`config.mk`:
```
export PLATFORM = sky130hd
export DESIGN_NAME = dsp_top
export DESIGN_NICKNAME = d
export VERILOG_FILES = /design/src/rtl/dsp_pkg.sv /design/src/rtl/dsp_fifo.sv /design/src/rtl/dsp_top.sv
export VERILOG_INCLUDE_DIRS = /design/src /design/src/rtl
export SDC_FILE = /design/constraint.sdc
export NUM_CORES = 1
export LEC_CHECK = 0
export BUFFER_PORTS_ARGS = -buffer_cell sky130_fd_sc_hd__clkbuf_2
export CAP_MARGIN = 20
export CORE_MARGIN = 2
export CORE_UTILIZATION = 61
export DETAILED_ROUTE_END_ITERATION = 8
export PLACE_DENSITY = 0.87
export SLEW_MARGIN = 40
export SYNTH_ARGS = -nofsm -noshare
export SYNTH_HDL_FRONTEND = slang
export SYNTH_SLANG_ARGS = --single-unit
```
`constraint.sdc`:
```
create_clock -name ref_clk -period 5.8 [get_ports ref_clk]
set_input_delay 0.87 -clock ref_clk [delete_from_list [all_inputs] [get_ports ref_clk]]
set_output_delay 0.87 -clock ref_clk [all_outputs]
set_load 0.01 [all_outputs]
```
`src/rtl/dsp_defs.svh`:
```
// constants for the dual serial port board
`ifndef DSP_DEFS_SVH
`define DSP_DEFS_SVH
`define DSP_CLK_MHZ 100
`define DSP_WAIT_NS 500
`define DSP_WAIT_CYC ((`DSP_WAIT_NS * `DSP_CLK_MHZ + 999) / 1000)
`define DSP_FIFO_DEPTH 8
`define DSP_REG_CS 1'b0
`define DSP_REG_DATA 1'b1
`define DSP_CF_DIV 1:0
`define DSP_CF_FMT 4:2
`define DSP_CF_TXC 6:5
`define DSP_CF_RXIE 7
`define DSP_CF_RTS 6
`define DSP_DIV_1 2'h0
`define DSP_DIV_16 2'h1
`define DSP_DIV_64 2'h2
`define DSP_DIV_RST 2'h3
`define DSP_PH_1 6'h00
`define DSP_PH_16 6'h0f
`define DSP_PH_64 6'h3f
`define DSP_TXC_INT 2'h1
`define DSP_TXC_BRK 2'h3
`define DSP_FMT_8N2 3'h4
`define DSP_FMT_8N1 3'h5
`define DSP_NB7 4'h7
`define DSP_NB8 4'h8
`define DSP_CTRL_RST 8'h03
`endif

```
`src/rtl/dsp_pkg.sv`:
```
// types shared by the dual serial port board
package dsp_pkg;
  typedef struct packed {
    logic fe;
    logic pe;
    logic [7:0] data;
  } dsp_rx_word_t;
  typedef enum logic [1:0] {
    DSP_RX_IDLE = 2'h0,
    DSP_RX_START = 2'h1,
    DSP_RX_DATA = 2'h3
  } dsp_rx_state_t;
endpackage

```
`src/rtl/dsp_fifo.sv`:
```
// small synchronous fifo with valid/ready on both sides
`timescale 1ns/1ps
module dsp_fifo #(
  parameter int WIDTH = 10,
  parameter int DEPTH = 8
) (
  input wire logic ref_clk,
  input wire logic rst,
  input wire logic ce,
  input wire logic flush,
  input wire logic in_valid,
  output logic in_ready,
  input wire logic [WIDTH-1:0] in_data,
  output logic out_valid,
  input wire logic out_ready,
  output logic [WIDTH-1:0] out_data
);
  localparam int AW = $clog2(DEPTH);
  logic [WIDTH-1:0] mem [DEPTH];
  logic [AW-1:0] wr_ptr;
  logic [AW-1:0] rd_ptr;
  logic [AW:0] count;
  wire push = in_valid & in_ready;
  wire pop = out_valid & out_ready;
  assign in_ready = (count != (AW+1)'(DEPTH));
  assign out_valid = (count != '0);
  assign out_data = mem[rd_ptr];

  always_ff @(posedge ref_clk or posedge rst) begin
    if (rst) begin
      wr_ptr <= '0;
      rd_ptr <= '0;
      count <= '0;
    end else if (ce) begin
      if (flush) begin
        wr_ptr <= '0;
        rd_ptr <= '0;
        count <= '0;
      end else begin
        if (push) wr_ptr <= (wr_ptr == AW'(DEPTH - 1)) ? '0 : wr_ptr + 1'b1;
        if (pop) rd_ptr <= (rd_ptr == AW'(DEPTH - 1)) ? '0 : rd_ptr + 1'b1;
        count <= count + (AW+1)'(push) - (AW+1)'(pop);
      end
    end
  end

  always_ff @(posedge ref_clk) begin
    if (ce && push && !flush) begin
      mem[wr_ptr] <= in_data;
    end
  end
endmodule

```
`src/rtl/dsp_top.sv`:
```
// dual serial port board on an 8-bit processor i/o bus
// Operation
// - on io read the board drives register data while the data-in strobe is high.
// - on io write the board captures bus data while the write strobe is low.
// - address bits 7:2 compared to jumpers claim four consecutive addresses.
// - address bit 0 picks control/status or data, bit 1 picks the port.
// - control/status: write control, read status; data: write transmit, read receive.
// - each port holds its own 8-bit write-only control register.
// - control bits 1:0 pick divide by 1, 16, 64 or master reset.
// - control bits 4:2 pick data bits, parity and stop bits.
// - control bits 6:5 set request-to-send, transmit interrupt and break.
// - control bit 7 enables receive interrupts.
// - one or two independent ports, each with control, status and data.
// - every io read to the board drops ready for about 500 ns until acknowledged.
// - status bit 0 flags received data in the fifo; cleared when data reads empty the fifo, or by master reset.
// - status bit 1 high when transmit holding register is empty and clear-to-send is low.
// - status bit 7 high whenever that port's own interrupt request is asserted.
`timescale 1ns/1ps
`include "dsp_defs.svh"
module dsp_top import dsp_pkg::*; #(
  parameter int PORTS = 2,
  parameter int FIFO_DEPTH = `DSP_FIFO_DEPTH
) (
  input wire logic ref_clk,
  input wire logic rst,
  input wire logic ce,
  input wire logic [5:0] jumper_base,
  input wire logic [7:0] addr,
  input wire logic [7:0] data_in,
  output logic [7:0] data_out,
  output logic data_out_en,
  input wire logic io_read_cycle_status,
  input wire logic io_write_cycle_status,
  input wire logic cpu_data_in_strobe,
  input wire logic cpu_write_strobe_n,
  output logic cpu_ready_line,
  input wire logic cpu_wait_ack,
  output logic irq_n,
  input wire logic [PORTS-1:0] baud_tick,
  input wire logic [PORTS-1:0] rxd,
  input wire logic [PORTS-1:0] cts_n,
  output logic [PORTS-1:0] txd,
  output logic [PORTS-1:0] rts_n
);
  localparam logic [7:0] WAIT_CYC = 8'(`DSP_WAIT_CYC);

  // address decode, qualified by io status and the read/write strobes
  wire hit = (addr[7:2] == jumper_base);
  wire io_rd = hit & io_read_cycle_status;
  wire sel_rd = io_rd & cpu_data_in_strobe;
  wire sel_wr = hit & io_write_cycle_status & ~cpu_write_strobe_n;
  wire reg_sel = addr[0];
  wire port_sel = addr[1];
  logic rd_q;
  logic wr_q;
  logic io_rd_q;
  wire rd_go = sel_rd & ~rd_q;
  wire wr_go = sel_wr & ~wr_q;
  wire wait_go = io_rd & ~io_rd_q;

  logic [7:0] status [PORTS];
  logic [7:0] rx_data [PORTS];
  logic [PORTS-1:0] irq;
  wire [7:0] rd_mux = (reg_sel == `DSP_REG_DATA) ? rx_data[port_sel] : status[port_sel];

  logic [7:0] wait_cnt;
  logic ack_seen;

  always_ff @(posedge ref_clk or posedge rst) begin
    if (rst) begin
      rd_q <= 1'b0;
      wr_q <= 1'b0;
      io_rd_q <= 1'b0;
      data_out <= 8'h00;
      data_out_en <= 1'b0;
      irq_n <= 1'b1;
    end else if (ce) begin
      rd_q <= sel_rd;
      wr_q <= sel_wr;
      io_rd_q <= io_rd;
      data_out_en <= sel_rd;
      if (rd_go) data_out <= rd_mux;
      irq_n <= ~(|irq);
    end
  end

  // wait state on every read to the board
  always_ff @(posedge ref_clk or posedge rst) begin
    if (rst) begin
      cpu_ready_line <= 1'b1;
      wait_cnt <= 8'h00;
      ack_seen <= 1'b0;
    end else if (ce) begin
      if (wait_go) begin
        cpu_ready_line <= 1'b0;
        wait_cnt <= WAIT_CYC - 8'h01;
        ack_seen <= 1'b0;
      end else if (!cpu_ready_line) begin
        if (cpu_wait_ack) ack_seen <= 1'b1;
        if (wait_cnt != 8'h00) wait_cnt <= wait_cnt - 8'h01;
        else if (ack_seen || cpu_wait_ack) cpu_ready_line <= 1'b1;
      end
    end
  end

  for (genvar g = 0; g < PORTS; g++) begin : g_port
    logic [7:0] ctrl;
    logic [7:0] thr;
    logic thr_full;
    logic tx_busy;
    logic [11:0] tx_sh;
    logic [3:0] tx_left;
    logic [5:0] tx_ph;
    dsp_rx_state_t rx_st;
    logic [5:0] rx_ph;
    logic [3:0] rx_cnt;
    logic [9:0] rbits;
    logic ovr;
    logic push;
    dsp_rx_word_t push_word;
    dsp_rx_word_t head;
    logic fifo_ready;
    logic fifo_valid;
    logic [11:0] frame;
    logic [3:0] frame_len;

    wire me = (port_sel == 1'(g));
    wire wr_ctrl = wr_go & me & (reg_sel == `DSP_REG_CS);
    wire wr_data = wr_go & me & (reg_sel == `DSP_REG_DATA);
    wire pop = rd_go & me & (reg_sel == `DSP_REG_DATA);
    wire mrst = (ctrl[`DSP_CF_DIV] == `DSP_DIV_RST);
    wire [5:0] ph_max = (ctrl[`DSP_CF_DIV] == `DSP_DIV_64) ? `DSP_PH_64 :
                        (ctrl[`DSP_CF_DIV] == `DSP_DIV_16) ? `DSP_PH_16 : `DSP_PH_1;
    wire [5:0] ph_half = ph_max >> 1;
    wire [2:0] fmt = ctrl[`DSP_CF_FMT];
    wire [3:0] nb = fmt[2] ? `DSP_NB8 : `DSP_NB7;
    wire has_par = (fmt != `DSP_FMT_8N2) && (fmt != `DSP_FMT_8N1);
    wire stop2 = ~fmt[1] & ~(fmt == `DSP_FMT_8N1);
    wire odd = fmt[0];
    wire brk = (ctrl[`DSP_CF_TXC] == `DSP_TXC_BRK);
    wire [7:0] tx_d = fmt[2] ? thr : {1'b0, thr[6:0]};
    wire [3:0] rx_need = nb + 4'(has_par);
    wire [7:0] rx_d = fmt[2] ? rbits[7:0] : {1'b0, rbits[6:0]};
    wire tx_empty = ~thr_full & ~cts_n[g];

    // transmit frame, least significant bit first
    always_comb begin
      frame = 12'hfff;
      frame[0] = 1'b0;
      for (int i = 0; i < 8; i++) begin
        if (4'(i) < nb) frame[i + 1] = tx_d[i];
      end
      if (has_par) frame[nb + 4'h1] = (^tx_d) ^ odd;
      frame_len = 4'h2 + nb + 4'(has_par) + 4'(stop2);
    end

    assign push_word = '{fe: ~rbits[rx_need], pe: has_par & (((^rx_d) ^ rbits[nb]) != odd), data: rx_d};

    dsp_fifo #(
      .WIDTH($bits(dsp_rx_word_t)),
      .DEPTH(FIFO_DEPTH)
    ) u_rx_fifo (
      .ref_clk(ref_clk),
      .rst(rst),
      .ce(ce),
      .flush(mrst),
      .in_valid(push),
      .in_ready(fifo_ready),
      .in_data(push_word),
      .out_valid(fifo_valid),
      .out_ready(pop),
      .out_data(head)
    );

    assign irq[g] = ~mrst & ((ctrl[`DSP_CF_RXIE] & (fifo_valid | ovr)) |
                    ((ctrl[`DSP_CF_TXC] == `DSP_TXC_INT) & tx_empty));
    assign status[g] = {irq[g], head.pe, ovr, head.fe, cts_n[g], 1'b0, tx_empty, fifo_valid};
    assign rx_data[g] = head.data;

    always_ff @(posedge ref_clk or posedge rst) begin
      if (rst) begin
        ctrl <= `DSP_CTRL_RST;
        thr <= 8'h00;
        thr_full <= 1'b0;
        tx_busy <= 1'b0;
        tx_sh <= 12'hfff;
        tx_left <= 4'h0;
        tx_ph <= 6'h00;
        txd[g] <= 1'b1;
        rts_n[g] <= 1'b1;
      end else if (ce) begin
        rts_n[g] <= ctrl[`DSP_CF_RTS];
        txd[g] <= brk ? 1'b0 : (tx_busy ? tx_sh[0] : 1'b1);
        if (mrst) begin
          thr_full <= 1'b0;
          tx_busy <= 1'b0;
          tx_ph <= 6'h00;
        end else if (!tx_busy) begin
          if (thr_full && !cts_n[g]) begin
            tx_sh <= frame;
            tx_left <= frame_len;
            tx_ph <= 6'h00;
            tx_busy <= 1'b1;
            thr_full <= 1'b0;
          end
        end else if (baud_tick[g]) begin
          if (tx_ph == ph_max) begin
            tx_ph <= 6'h00;
            tx_sh <= {1'b1, tx_sh[11:1]};
            tx_left <= tx_left - 4'h1;
            if (tx_left == 4'h1) tx_busy <= 1'b0;
          end else begin
            tx_ph <= tx_ph + 6'h01;
          end
        end
        if (wr_data) begin
          thr <= data_in;
          thr_full <= 1'b1;
        end
        if (wr_ctrl) ctrl <= data_in;
      end
    end

    // receiver samples each bit in its middle, except in divide-by-1 mode where it samples once per tick
    always_ff @(posedge ref_clk or posedge rst) begin
      if (rst) begin
        rx_st <= DSP_RX_IDLE;
        rx_ph <= 6'h00;
        rx_cnt <= 4'h0;
        rbits <= 10'h000;
        push <= 1'b0;
        ovr <= 1'b0;
      end else if (ce) begin
        push <= 1'b0;
        if (pop) ovr <= 1'b0;
        if (push && !fifo_ready) ovr <= 1'b1;
        if (mrst) begin
          rx_st <= DSP_RX_IDLE;
          ovr <= 1'b0;
        end else if (baud_tick[g]) begin
          case (rx_st)
            DSP_RX_IDLE: begin
              rx_ph <= 6'h00;
              rx_cnt <= 4'h0;
              if (!rxd[g]) rx_st <= (ph_max == `DSP_PH_1) ? DSP_RX_DATA : DSP_RX_START;
            end
            DSP_RX_START: begin
              if (rx_ph == ph_half) begin
                rx_ph <= 6'h00;
                rx_cnt <= 4'h0;
                rx_st <= rxd[g] ? DSP_RX_IDLE : DSP_RX_DATA;
              end else begin
                rx_ph <= rx_ph + 6'h01;
              end
            end
            DSP_RX_DATA: begin
              if (rx_ph == ph_max) begin
                rx_ph <= 6'h00;
                rx_cnt <= rx_cnt + 4'h1;
                rbits[rx_cnt] <= rxd[g];
                if (rx_cnt == rx_need) begin
                  push <= 1'b1;
                  rx_st <= DSP_RX_IDLE;
                end
              end else begin
                rx_ph <= rx_ph + 6'h01;
              end
            end
            default: rx_st <= DSP_RX_IDLE;
          endcase
        end
      end
    end
  end
endmodule

```
---- Word-level counts from Yosys, hierarchy flattened ----
Memories as Yosys holds them, arrays and structs flattened.
Index checks and enable logic that the tools add are counted.
word-level totals
  memory bits (writable) .................. 160
  memories kept ........................... 2
  latch bits .............................. 0
  logic and storage cells ................. 480
  bits in read-only memories .............. 0
  bits in registers ....................... 174
memories
  name                     words  width  rd ports  clocked after Yosys merged registers in  wr ports  RTL line        source
  g_port[0].u_rx_fifo.mem  8      10     1         0                                        1         dsp_fifo.sv:19  logic [WIDTH-1:0] mem [DEPTH];
  g_port[1].u_rx_fifo.mem  8      10     1         0                                        1         dsp_fifo.sv:19
cells by class
  multiplexer cells ....................... 179
  reduce and logical (&&, ||, !) cells .... 78
  divide/modulo/power cells ............... 0
  multiply operators ...................... 0
  shift-type cells ........................ 0
  equality and inequality tests ........... 60
  add/sub/neg operators ................... 27
  order comparisons ....................... 29
  bitwise logic cells ..................... 61
operators by type and width
  operator               number
  $mux W12               10
  $mux W8                14
  $mux W6                16
  $mux W1                75
  $mux W4                18
  $lt A4 B5 Y1 const B   8
  $mux W3                12
  $ne A3 B3 Y1 const B   12
  $pmux W6 S3            2
  $and A1 B1 Y1          33
  $add A4 B1 Y4          8
  $lt A3 B4 Y1 const A   8
  $mux W2                16
  $reduce_xor A8 Y1      4
  $eq A6 B6 Y1           5
  $add A6 B1 Y6 const B  4
  $bwmux W12             2
  $pmux W4 S3            2
  $reduce_and A6 Y1      4
  $reduce_bool A3 Y1     8
  $reduce_and A2 Y1      11
  $bwmux W10             2
  $reduce_and A5 Y1      4
  $reduce_bool A2 Y1     10
  39 further kinds       146

---- Depth between registers and ports, before layout ----
Gate-level depths: netlist of the first run.
  depth in word-level cells ............... 10
  depth in mapped cells ................... 11
  mapped depth without buffers ............ 11

---- Cells and area by module ----
A second synthesis of the first run with hierarchy kept.
second synthesis, totals
  cell total of the unflattened synthesis .. 1214
  area, all modules ....................... 16057.9 µm²
by module, submodules not included
  module                          seq. area each (µm²)  area an instance (µm²)  cells an instance  times used
  dsp_top                         3791.1                8458.1                  824                1
  dsp_fifo (g_port[1].u_rx_fifo)  2652.5                3801.1                  194                1
  dsp_fifo (g_port[0].u_rx_fifo)  2652.5                3798.6                  196                1

---- Least setup slack after synthesis of the first run ----
No wires, ideal clock.
  path type ............................... input to register
  start point ............................. in jumper_base[5]
  end point ............................... reg g_port[1].u_rx_fifo.count[1]
  cell stages on the path ................. 10
  slack ................................... 2.540 ns
  setup time .............................. 0.136 ns
  data required time ...................... 5.664 ns
  data arrival time ....................... 3.124 ns
  cell sequence ........................... xor2_1 > nor4_2 > nand4_1 > nor3_1 > ha_1 > inv_1 > ha_1 > fa_1 > nand2_1 > o22ai_1
on the way
  longest elaborated chain between the ends .. 9
RTL lines
  what                         RTL line        source
  start: declaration           dsp_top.sv:27   input wire logic [5:0] jumper_base,
  $eq A6 B6 Y1                 dsp_top.sv:48   wire hit = (addr[7:2] == jumper_base);
  $and A1 B1 Y1                dsp_top.sv:49   wire io_rd = hit & io_read_cycle_status;
  $and A1 B1 Y1                dsp_top.sv:50   wire sel_rd = io_rd & cpu_data_in_strobe;
  $and A1 B1 Y1                dsp_top.sv:57   wire rd_go = sel_rd & ~rd_q;
  $and A1 B1 Y1 (2 in series)  dsp_top.sv:130  wire pop = rd_go & me & (reg_sel == `DSP_REG_DATA);
  $and A1 B1 Y1                dsp_fifo.sv:24  wire pop = out_valid & out_ready;
  $sub A4 B1 Y4                dsp_fifo.sv:42  count <= count + (AW+1)'(push) - (AW+1)'(pop);
  $mux W4                      dsp_fifo.sv:35  if (flush) begin
  end signal: assignment       dsp_fifo.sv:42
  end: declaration             dsp_fifo.sv:22  logic [AW:0] count;
No other way between the ends.
A chain may end at the register's enable or synchronous reset.

---- Final worst setup path of the first run ----
Same ends and word-level chain as after synthesis.

==> impl_metrics.yaml, run 1 <==
critical_path:
  critPathMaxFanout: 7
  end_kind: "flip-flop"
  critPathMaxStageDelay_ns: 0.71
  cp_cell_sequence: "clkbuf_2, xor2_1, nor4_2, nand4_1, nor3_1, ha_1, inv_1, ha_1, fa_1, nand2_1, o22ai_1"
  worstSetupPathType: "in2reg"
  cp.required_ns: 6.21
  critPathSlowestCell: "nor3_1"
  crit_arrival_ns: 3.86
  start_kind: "input port"
  cp_common_cell: "ha_1"
  reg2regPathDepth: 5
synth:
  synth_warnings: 0
  yosysSeqAreaShare: 0.579
  yosysMostFrequentCell: "edfxtp_1"
  synth_top_area_share: 0.306
  yosysTopAreaCell: "edfxtp_1"
  synth_edf_count: 160
  synth.ff_latch_count: 330
  synthArstFlopShare: 0.515
  synthesis.nets: 1317
  synth.area.top_cells: "edfxtp_1 31%, dfrtp_1 22%, mux4_2 5.5%"
  avgSynthCellArea_um2: 12.7
  synthCells: 1233
  yosys_most_used_dff: "edfxtp_1"
  synthDistinctLibCells: 74
  syn_area_um2: 15700
  synth_common_cells: "160 x edfxtp_1, 140 x dfrtp_1, 91 x nand2_1, 79 x nor2_1"
cts:
  numClockSinks: 330
  cts_setup_buffers: 0
  clk_latency_ns: 0.57
  cts_resized: 0
  clkTransAtPathRegs_ns: 0.06
  cts_hold_buf: 0
  root_buffer: "clkbuf_16"
  cts.path.max_buffers: 3
  cts_buffers: 31
  htreeDepth: 1
  tritoncts: "done"
flow_run:
  cap_violations: 0
placed_design:
  gp_congestion: 0.869
  port_buffers: 50
  dpl_cell_area_um2: 16300
  dp_cells: 1570
  hpwl_um: 22400
timing:
  worst_pin_slew_ns: 0.770
  setup_viol: 0
  fmax_mhz: 290
  slew_violations: 0
  relSlewSlack: 0.472
  hold_ws_ns: 0.389
  finClkSkew_ns: 0.0206
  finalSetupTns_ns: 0
  period_share: 0.594
  hold_violations: 0
  fin_crit_ns: 3.44
  rsz0062_at_grt: "false"
floorplan:
  initial_core_util: 0.622
  die_area_um2: 27000
  fp.dieH_um: 164
  core_um2: 25300
  die_width_um: 164
  rows: 58
  num_io_pins: 51
power:
  pwr-share-clk: 0.360
  leakage_nw: 6.84
  p_per_area_nw_per_um2: 321
  p_comb_frac: 0.133
  vdd_drop_max_v: 0.000236
  power.switching_mw: 1.47
  switching_share: 0.264
  seq_power_share: 0.507
  p_int_mw: 4.08
routing:
  dr_total_vias: 10300
  ant_nets: 0
  drcViolationCount: 0
  detail_route.vias_per_cell: 6.32
  drt_first_iter_violations: 929
  dr.pass1.iters: 5
  drt-total-wl_um: 34000
  avgRoutedWirePerCell_um: 20.9
final_layout:
  fill_cells: 1723
  final_core_util: 0.685
  seqCellArea_um2: 9100
  design_area_um2: 17300
  final_layout_size_suffix_gt1_frac: 0.209
  antennaDiodeCount: 0
  area_growth_pct: 10.1
  final_nets: 1357
  multiInputGateArea_um2: 6240
  stdcell_count: 1628
grt:
  grt_pass1_wl_um: 54800
  grt.total_usage: 0.259
  antenna_found_initial: 0
  grt_max_degree: 92
  grt_overflow: 0
  grt_pass1_vias: 10300
run_status:
  outcome: "finished clean"
worst_hold_path:
  min-delay-path-class: "in2async"
==> routing by layer <==
layer | global-route usage | routed length, um | vias to the layer above
met4 | 0.0779 | 842 | 0
met3 | 0.0324 | 2300 | 71
met2 | 0.435 | 16900 | 402
li1 | - | - | 4652
met5 | 0 | 0 | -
met1 | 0.360 | 13900 | 5172
==> cells in the final DEF, fill, tap and decap left out, types with 14 or more instances in the layout <==
master     Yosys  layout
o21ai_0       60      60
mux4_2        38      38
inv_1         56      55
xor2_1        22      22
clkbuf_2       0      50
nand3_1       24      24
clkbuf_16      0      31
nor3_1        31      28
xnor2_1       40      40
dfstp_2       30      30
ha_1          46      46
dfrtp_1      140     137
nand2b_1      16      16
mux2_2        60      60
edfxtp_1     160     160
nor2_1        79      67
mux2i_1       40      39
nor2_2         2      14
a21oi_1       42      42
nand2_1       91      91
==> through the flow <==
| step | setup WS (ns) | power [mW] |
|---|---|---|
| global placement | 2.04 | 3.50 |
| CTS | 2.44 | 5.55 |
| global route | 2.16 | 5.76 |
| detailed placement | 1.84 | 3.56 |
| floorplan | 0.376 | 3.34 |
| finish | 2.36 | 5.54 |
==> kinds of logic (layout without fill, tap and decap cells) <==
group,after synthesis,in the layout,synth area share
AOI/OAI and AO/OA,221,221,0.0924
xor gates and xnor gates,62,62,0.0346
adders and majority gates,48,48,0.0392
buffers and inverters,109,174,0.0274
DFF,330,330,0.579
muxes,138,138,0.123
and+or+nand+nor,325,325,0.104
==> worst paths after layout <==
check	to	startpoint	slack (ns)
setup / recovery	g_port[1].u_rx_fifo.count[1]$_DFFE_PP0P_	jumper_base[5]	2.36
hold / removal	g_port[1].rx_ph[0]$_DFFE_PP0P_	rst	0.39
setup reg to reg	g_port[0].u_rx_fifo.mem[4][6]$_DFFE_PP_	g_port[0].ctrl[0]$_DFFE_PP1P_	2.84
hold reg to reg	data_out[0]$_DFFE_PP0P_	data_out[0]$_DFFE_PP0P_	0.48
max in group asynchronous	cpu_ready_line$_DFFE_PP1P_	rst	4.38
min in group ref_clk	data_out[0]$_DFFE_PP0P_	data_out[0]$_DFFE_PP0P_	0.48
==> power by group through the flow <==
| stage | Combinational, mW | Sequential, mW | Clock (mW) |
|---|---|---|---|
| after floorplan | 0.561 | 2.78 | 0 |
| after global placement | 0.670 | 2.83 | 0 |
| after detailed placement | 0.716 | 2.85 | 0 |
| after CTS | 0.731 | 2.81 | 2.02 |
| after global routing | 0.828 | 2.83 | 2.10 |
| final | 0.737 | 2.81 | 2.00 |
==> critical path: cells and delay by family <==
| family | cells | cell delay [ns] |
|---|---|---|
| buf+inv | 2 | 0.15 |
| xor+xnor | 1 | 0.16 |
| fa+ha+maj | 3 | 0.96 |
| compound gates | 1 | 0.07 |
| simple gates | 4 | 1.66 |
==> area by class of cell <==
type / instances / area share
Inverter: 57 / 0.0128
Clock inverter: 18 / 0.00955
Sequential cell: 330 / 0.526
Clock buffer: 40 / 0.0480
Multi-Input combinational cell: 794 / 0.361
Timing Repair Buffer: 59 / 0.0184
Tap cell: 330 / 0.0239
==> flip-flops by register name, summed over array words and instances, names as in the netlist, 12 cells and up <==
signal,flops
g_port.rbits,20
g_port.tx_sh,20
g_port.thr,16
g_port.rx_ph,12
g_port.u_rx_fifo.mem,160
g_port.tx_ph,12
g_port.ctrl,16
(Power assumes the default switching activity.)
==> run 2, diff against run 1 <==
==> constraint.sdc (replaced) <==
create_clock -name ref_clk -period 3.35 [get_ports ref_clk]
set_input_delay 0.5025 -clock ref_clk [delete_from_list [all_inputs] [get_ports ref_clk]]
set_output_delay 0.5025 -clock ref_clk [all_outputs]
set_load 0.01 [all_outputs]
==> run 2 against run 1 <==
Net effect:
- via count grew 0.72%
- critical path type is now reg2reg
- non-clock buffer count grew 29
- first-iteration DRC count shrank 7.8%
- hold slack lost 0.35 ns
- sequential power grew 73%
- setup slack lost 1.8 ns
- total power grew 71%
- wire length shrank 0.50%
- clock power grew 69%
- global-route usage shrank 0.059 points
- highest routed layer unchanged
- combinational power grew 72%
==> impl_metrics.yaml, run 2 (synthesis results as in run 1) <==
run_status:
  outcome: "finished clean"
power:
  power.switching_mw: 2.50
  p_comb_frac: 0.133
  switching_share: 0.264
  p_int_mw: 6.99
  seq_power_share: 0.511
  leakage_nw: 6.94
  p_per_area_nw_per_um2: 544
  vdd_drop_max_v: 0.000464
  pwr-share-clk: 0.355
  power_mw: 9.49
floorplan:
  core_um2: 25300
  die_area_um2: 27000
  die_width_um: 164
  num_io_pins: 51
  initial_core_util: 0.622
  rows: 58
  fp.dieH_um: 164
critical_path:
  crit_arrival_ns: 3.25
  r2r_slack_ns: 0.53
  crit_start: "g_port[0].ctrl[0]$_DFFE_PP1P_"
  critPathMaxFanout: 4
  worstSetupPathType: "reg2reg"
  start_kind: "flip-flop"
  endpoint: "g_port[0].rbits[7]$_DFFE_PP0P_"
  end_kind: "flip-flop"
  r2r-end: "g_port[0].rbits[7]$_DFFE_PP0P_"
  r2r-start: "g_port[0].ctrl[0]$_DFFE_PP1P_"
  reg2regPathDepth: 8
  cp.required_ns: 3.78
final_layout:
  seqCellArea_um2: 9100
  antennaDiodeCount: 0
  final_nets: 1386
  mostFrequentLayoutCell: "edfxtp_1"
  fill_cells: 1676
  design_area_um2: 17400
  most-common-layout-cells: "160 x edfxtp_1, 137 x dfrtp_1, 91 x nand2_1"
  largest_registers: "g_port.u_rx_fifo.mem (160), g_port.rbits (20), g_port.tx_sh (20)"
  final_core_util: 0.690
  area_growth_pct: 11.1
  multiInputGateArea_um2: 6190
  stdcell_count: 1655
  final_layout_size_suffix_gt1_frac: 0.221
  largest-register: "g_port.u_rx_fifo.mem"
  largest_register_ffs: 160
cts:
  cts_buffers: 31
  clkTransAtPathRegs_ns: 0.06
  clk_latency_ns: 0.56
  root_buffer: "clkbuf_16"
  cts_resized: 0
  htreeDepth: 1
  cts.path.max_buffers: 3
  cts_hold_buf: 0
  cts_setup_buffers: 0
  tritoncts: "done"
  numClockSinks: 330
placed_design:
  hpwl_um: 22800
  dp_cells: 1599
  port_buffers: 50
  pre_cts_slack_ns: 0.250
  gp_congestion: 0.849
  dpl_cell_area_um2: 16500
grt:
  grt_pass1_vias: 10400
  grt_pass1_wl_um: 54700
  antenna_found_initial: 0
  grt_overflow: 0
  grt.total_usage: 0.259
  grt_max_degree: 68
routing:
  detail_route.vias_per_cell: 6.27
  dr.pass1.iters: 5
  ant_nets: 0
  drt-total-wl_um: 33800
  avgRoutedWirePerCell_um: 20.4
  drt_first_iter_violations: 857
  drcViolationCount: 0
  dr_total_vias: 10400
flow_run:
  cap_violations: 0
timing:
  fmax_mhz: 354
  hold_violations: 0
  hold_ws_ns: 0.0361
  finalSetupTns_ns: 0
  setup_viol: 0
  worst_pin_slew_ns: 0.775
  period_share: 0.842
  slew_violations: 0
  rsz0062_at_grt: "false"
  finClkSkew_ns: 0.0198
  relSlewSlack: 0.468
  fin_crit_ns: 2.82
  setup_slack_ns: 0.528
worst_hold_path:
  min-delay-path-class: "in2async"
-- run 2: changes by cell type in the layout (fill, tap and decap cells not counted), sizes merged --
cell and delta:
buf +29, bufinv -1, clkbuf -4, clkinv +1, clkinvlp +2
-- run 2: worst min-delay path by stage --
stage,endpoint
2_1_floorplan,wr_q$_DFFE_PP0P_
3_3_place_gp,data_out[7]$_DFFE_PP0P_
3_5_place_dp,data_out[0]$_DFFE_PP0P_
4_1_cts,g_port[1].tx_left[0]$_DFFE_PP0P_
5_1_grt,g_port[1].tx_left[1]$_DFFE_PP0P_
6_report,g_port[1].tx_ph[1]$_DFFE_PP0P_
-- run 2: cell type report --
cell class                      instances  area share
Clock inverter                         20     0.00897
Sequential cell                       330       0.522
Multi-Input combinational cell        794       0.355
Tap cell                              330      0.0237
Timing Repair Buffer                   88      0.0314
Inverter                               57      0.0125
Clock buffer                           36      0.0468
-- run 2: power groups by stage --
stage / sequential (mW) / clock [mW] / combinational (mW)
after floorplan: 4.82 / 0 / 0.971
after global placement: 4.90 / 0 / 1.17
after detailed placement: 4.92 / 0 / 1.25
after CTS: 4.85 / 3.41 / 1.26
after global routing: 4.89 / 3.58 / 1.42
final: 4.85 / 3.37 / 1.27
-- run 2: layer usage --
layer | part of all wire | GRT usage | vias up
li1 | - | - | 4709
met4 | 0.028 | 0.0791 | 0
met5 | 0 | 0 | -
met3 | 0.069 | 0.0409 | 74
met2 | 0.49 | 0.433 | 377
met1 | 0.41 | 0.354 | 5211
-- run 2: worst max-delay path, stage by stage (launching register included) --
cell	delay, ns
dfstp_2	0.55
inv_1	0.04
ha_1	0.33
or4b_1	0.44
a21oi_1	0.29
nand3_1	0.21
nor3_1	0.39
nand2_1	0.16
mux2_2	0.30
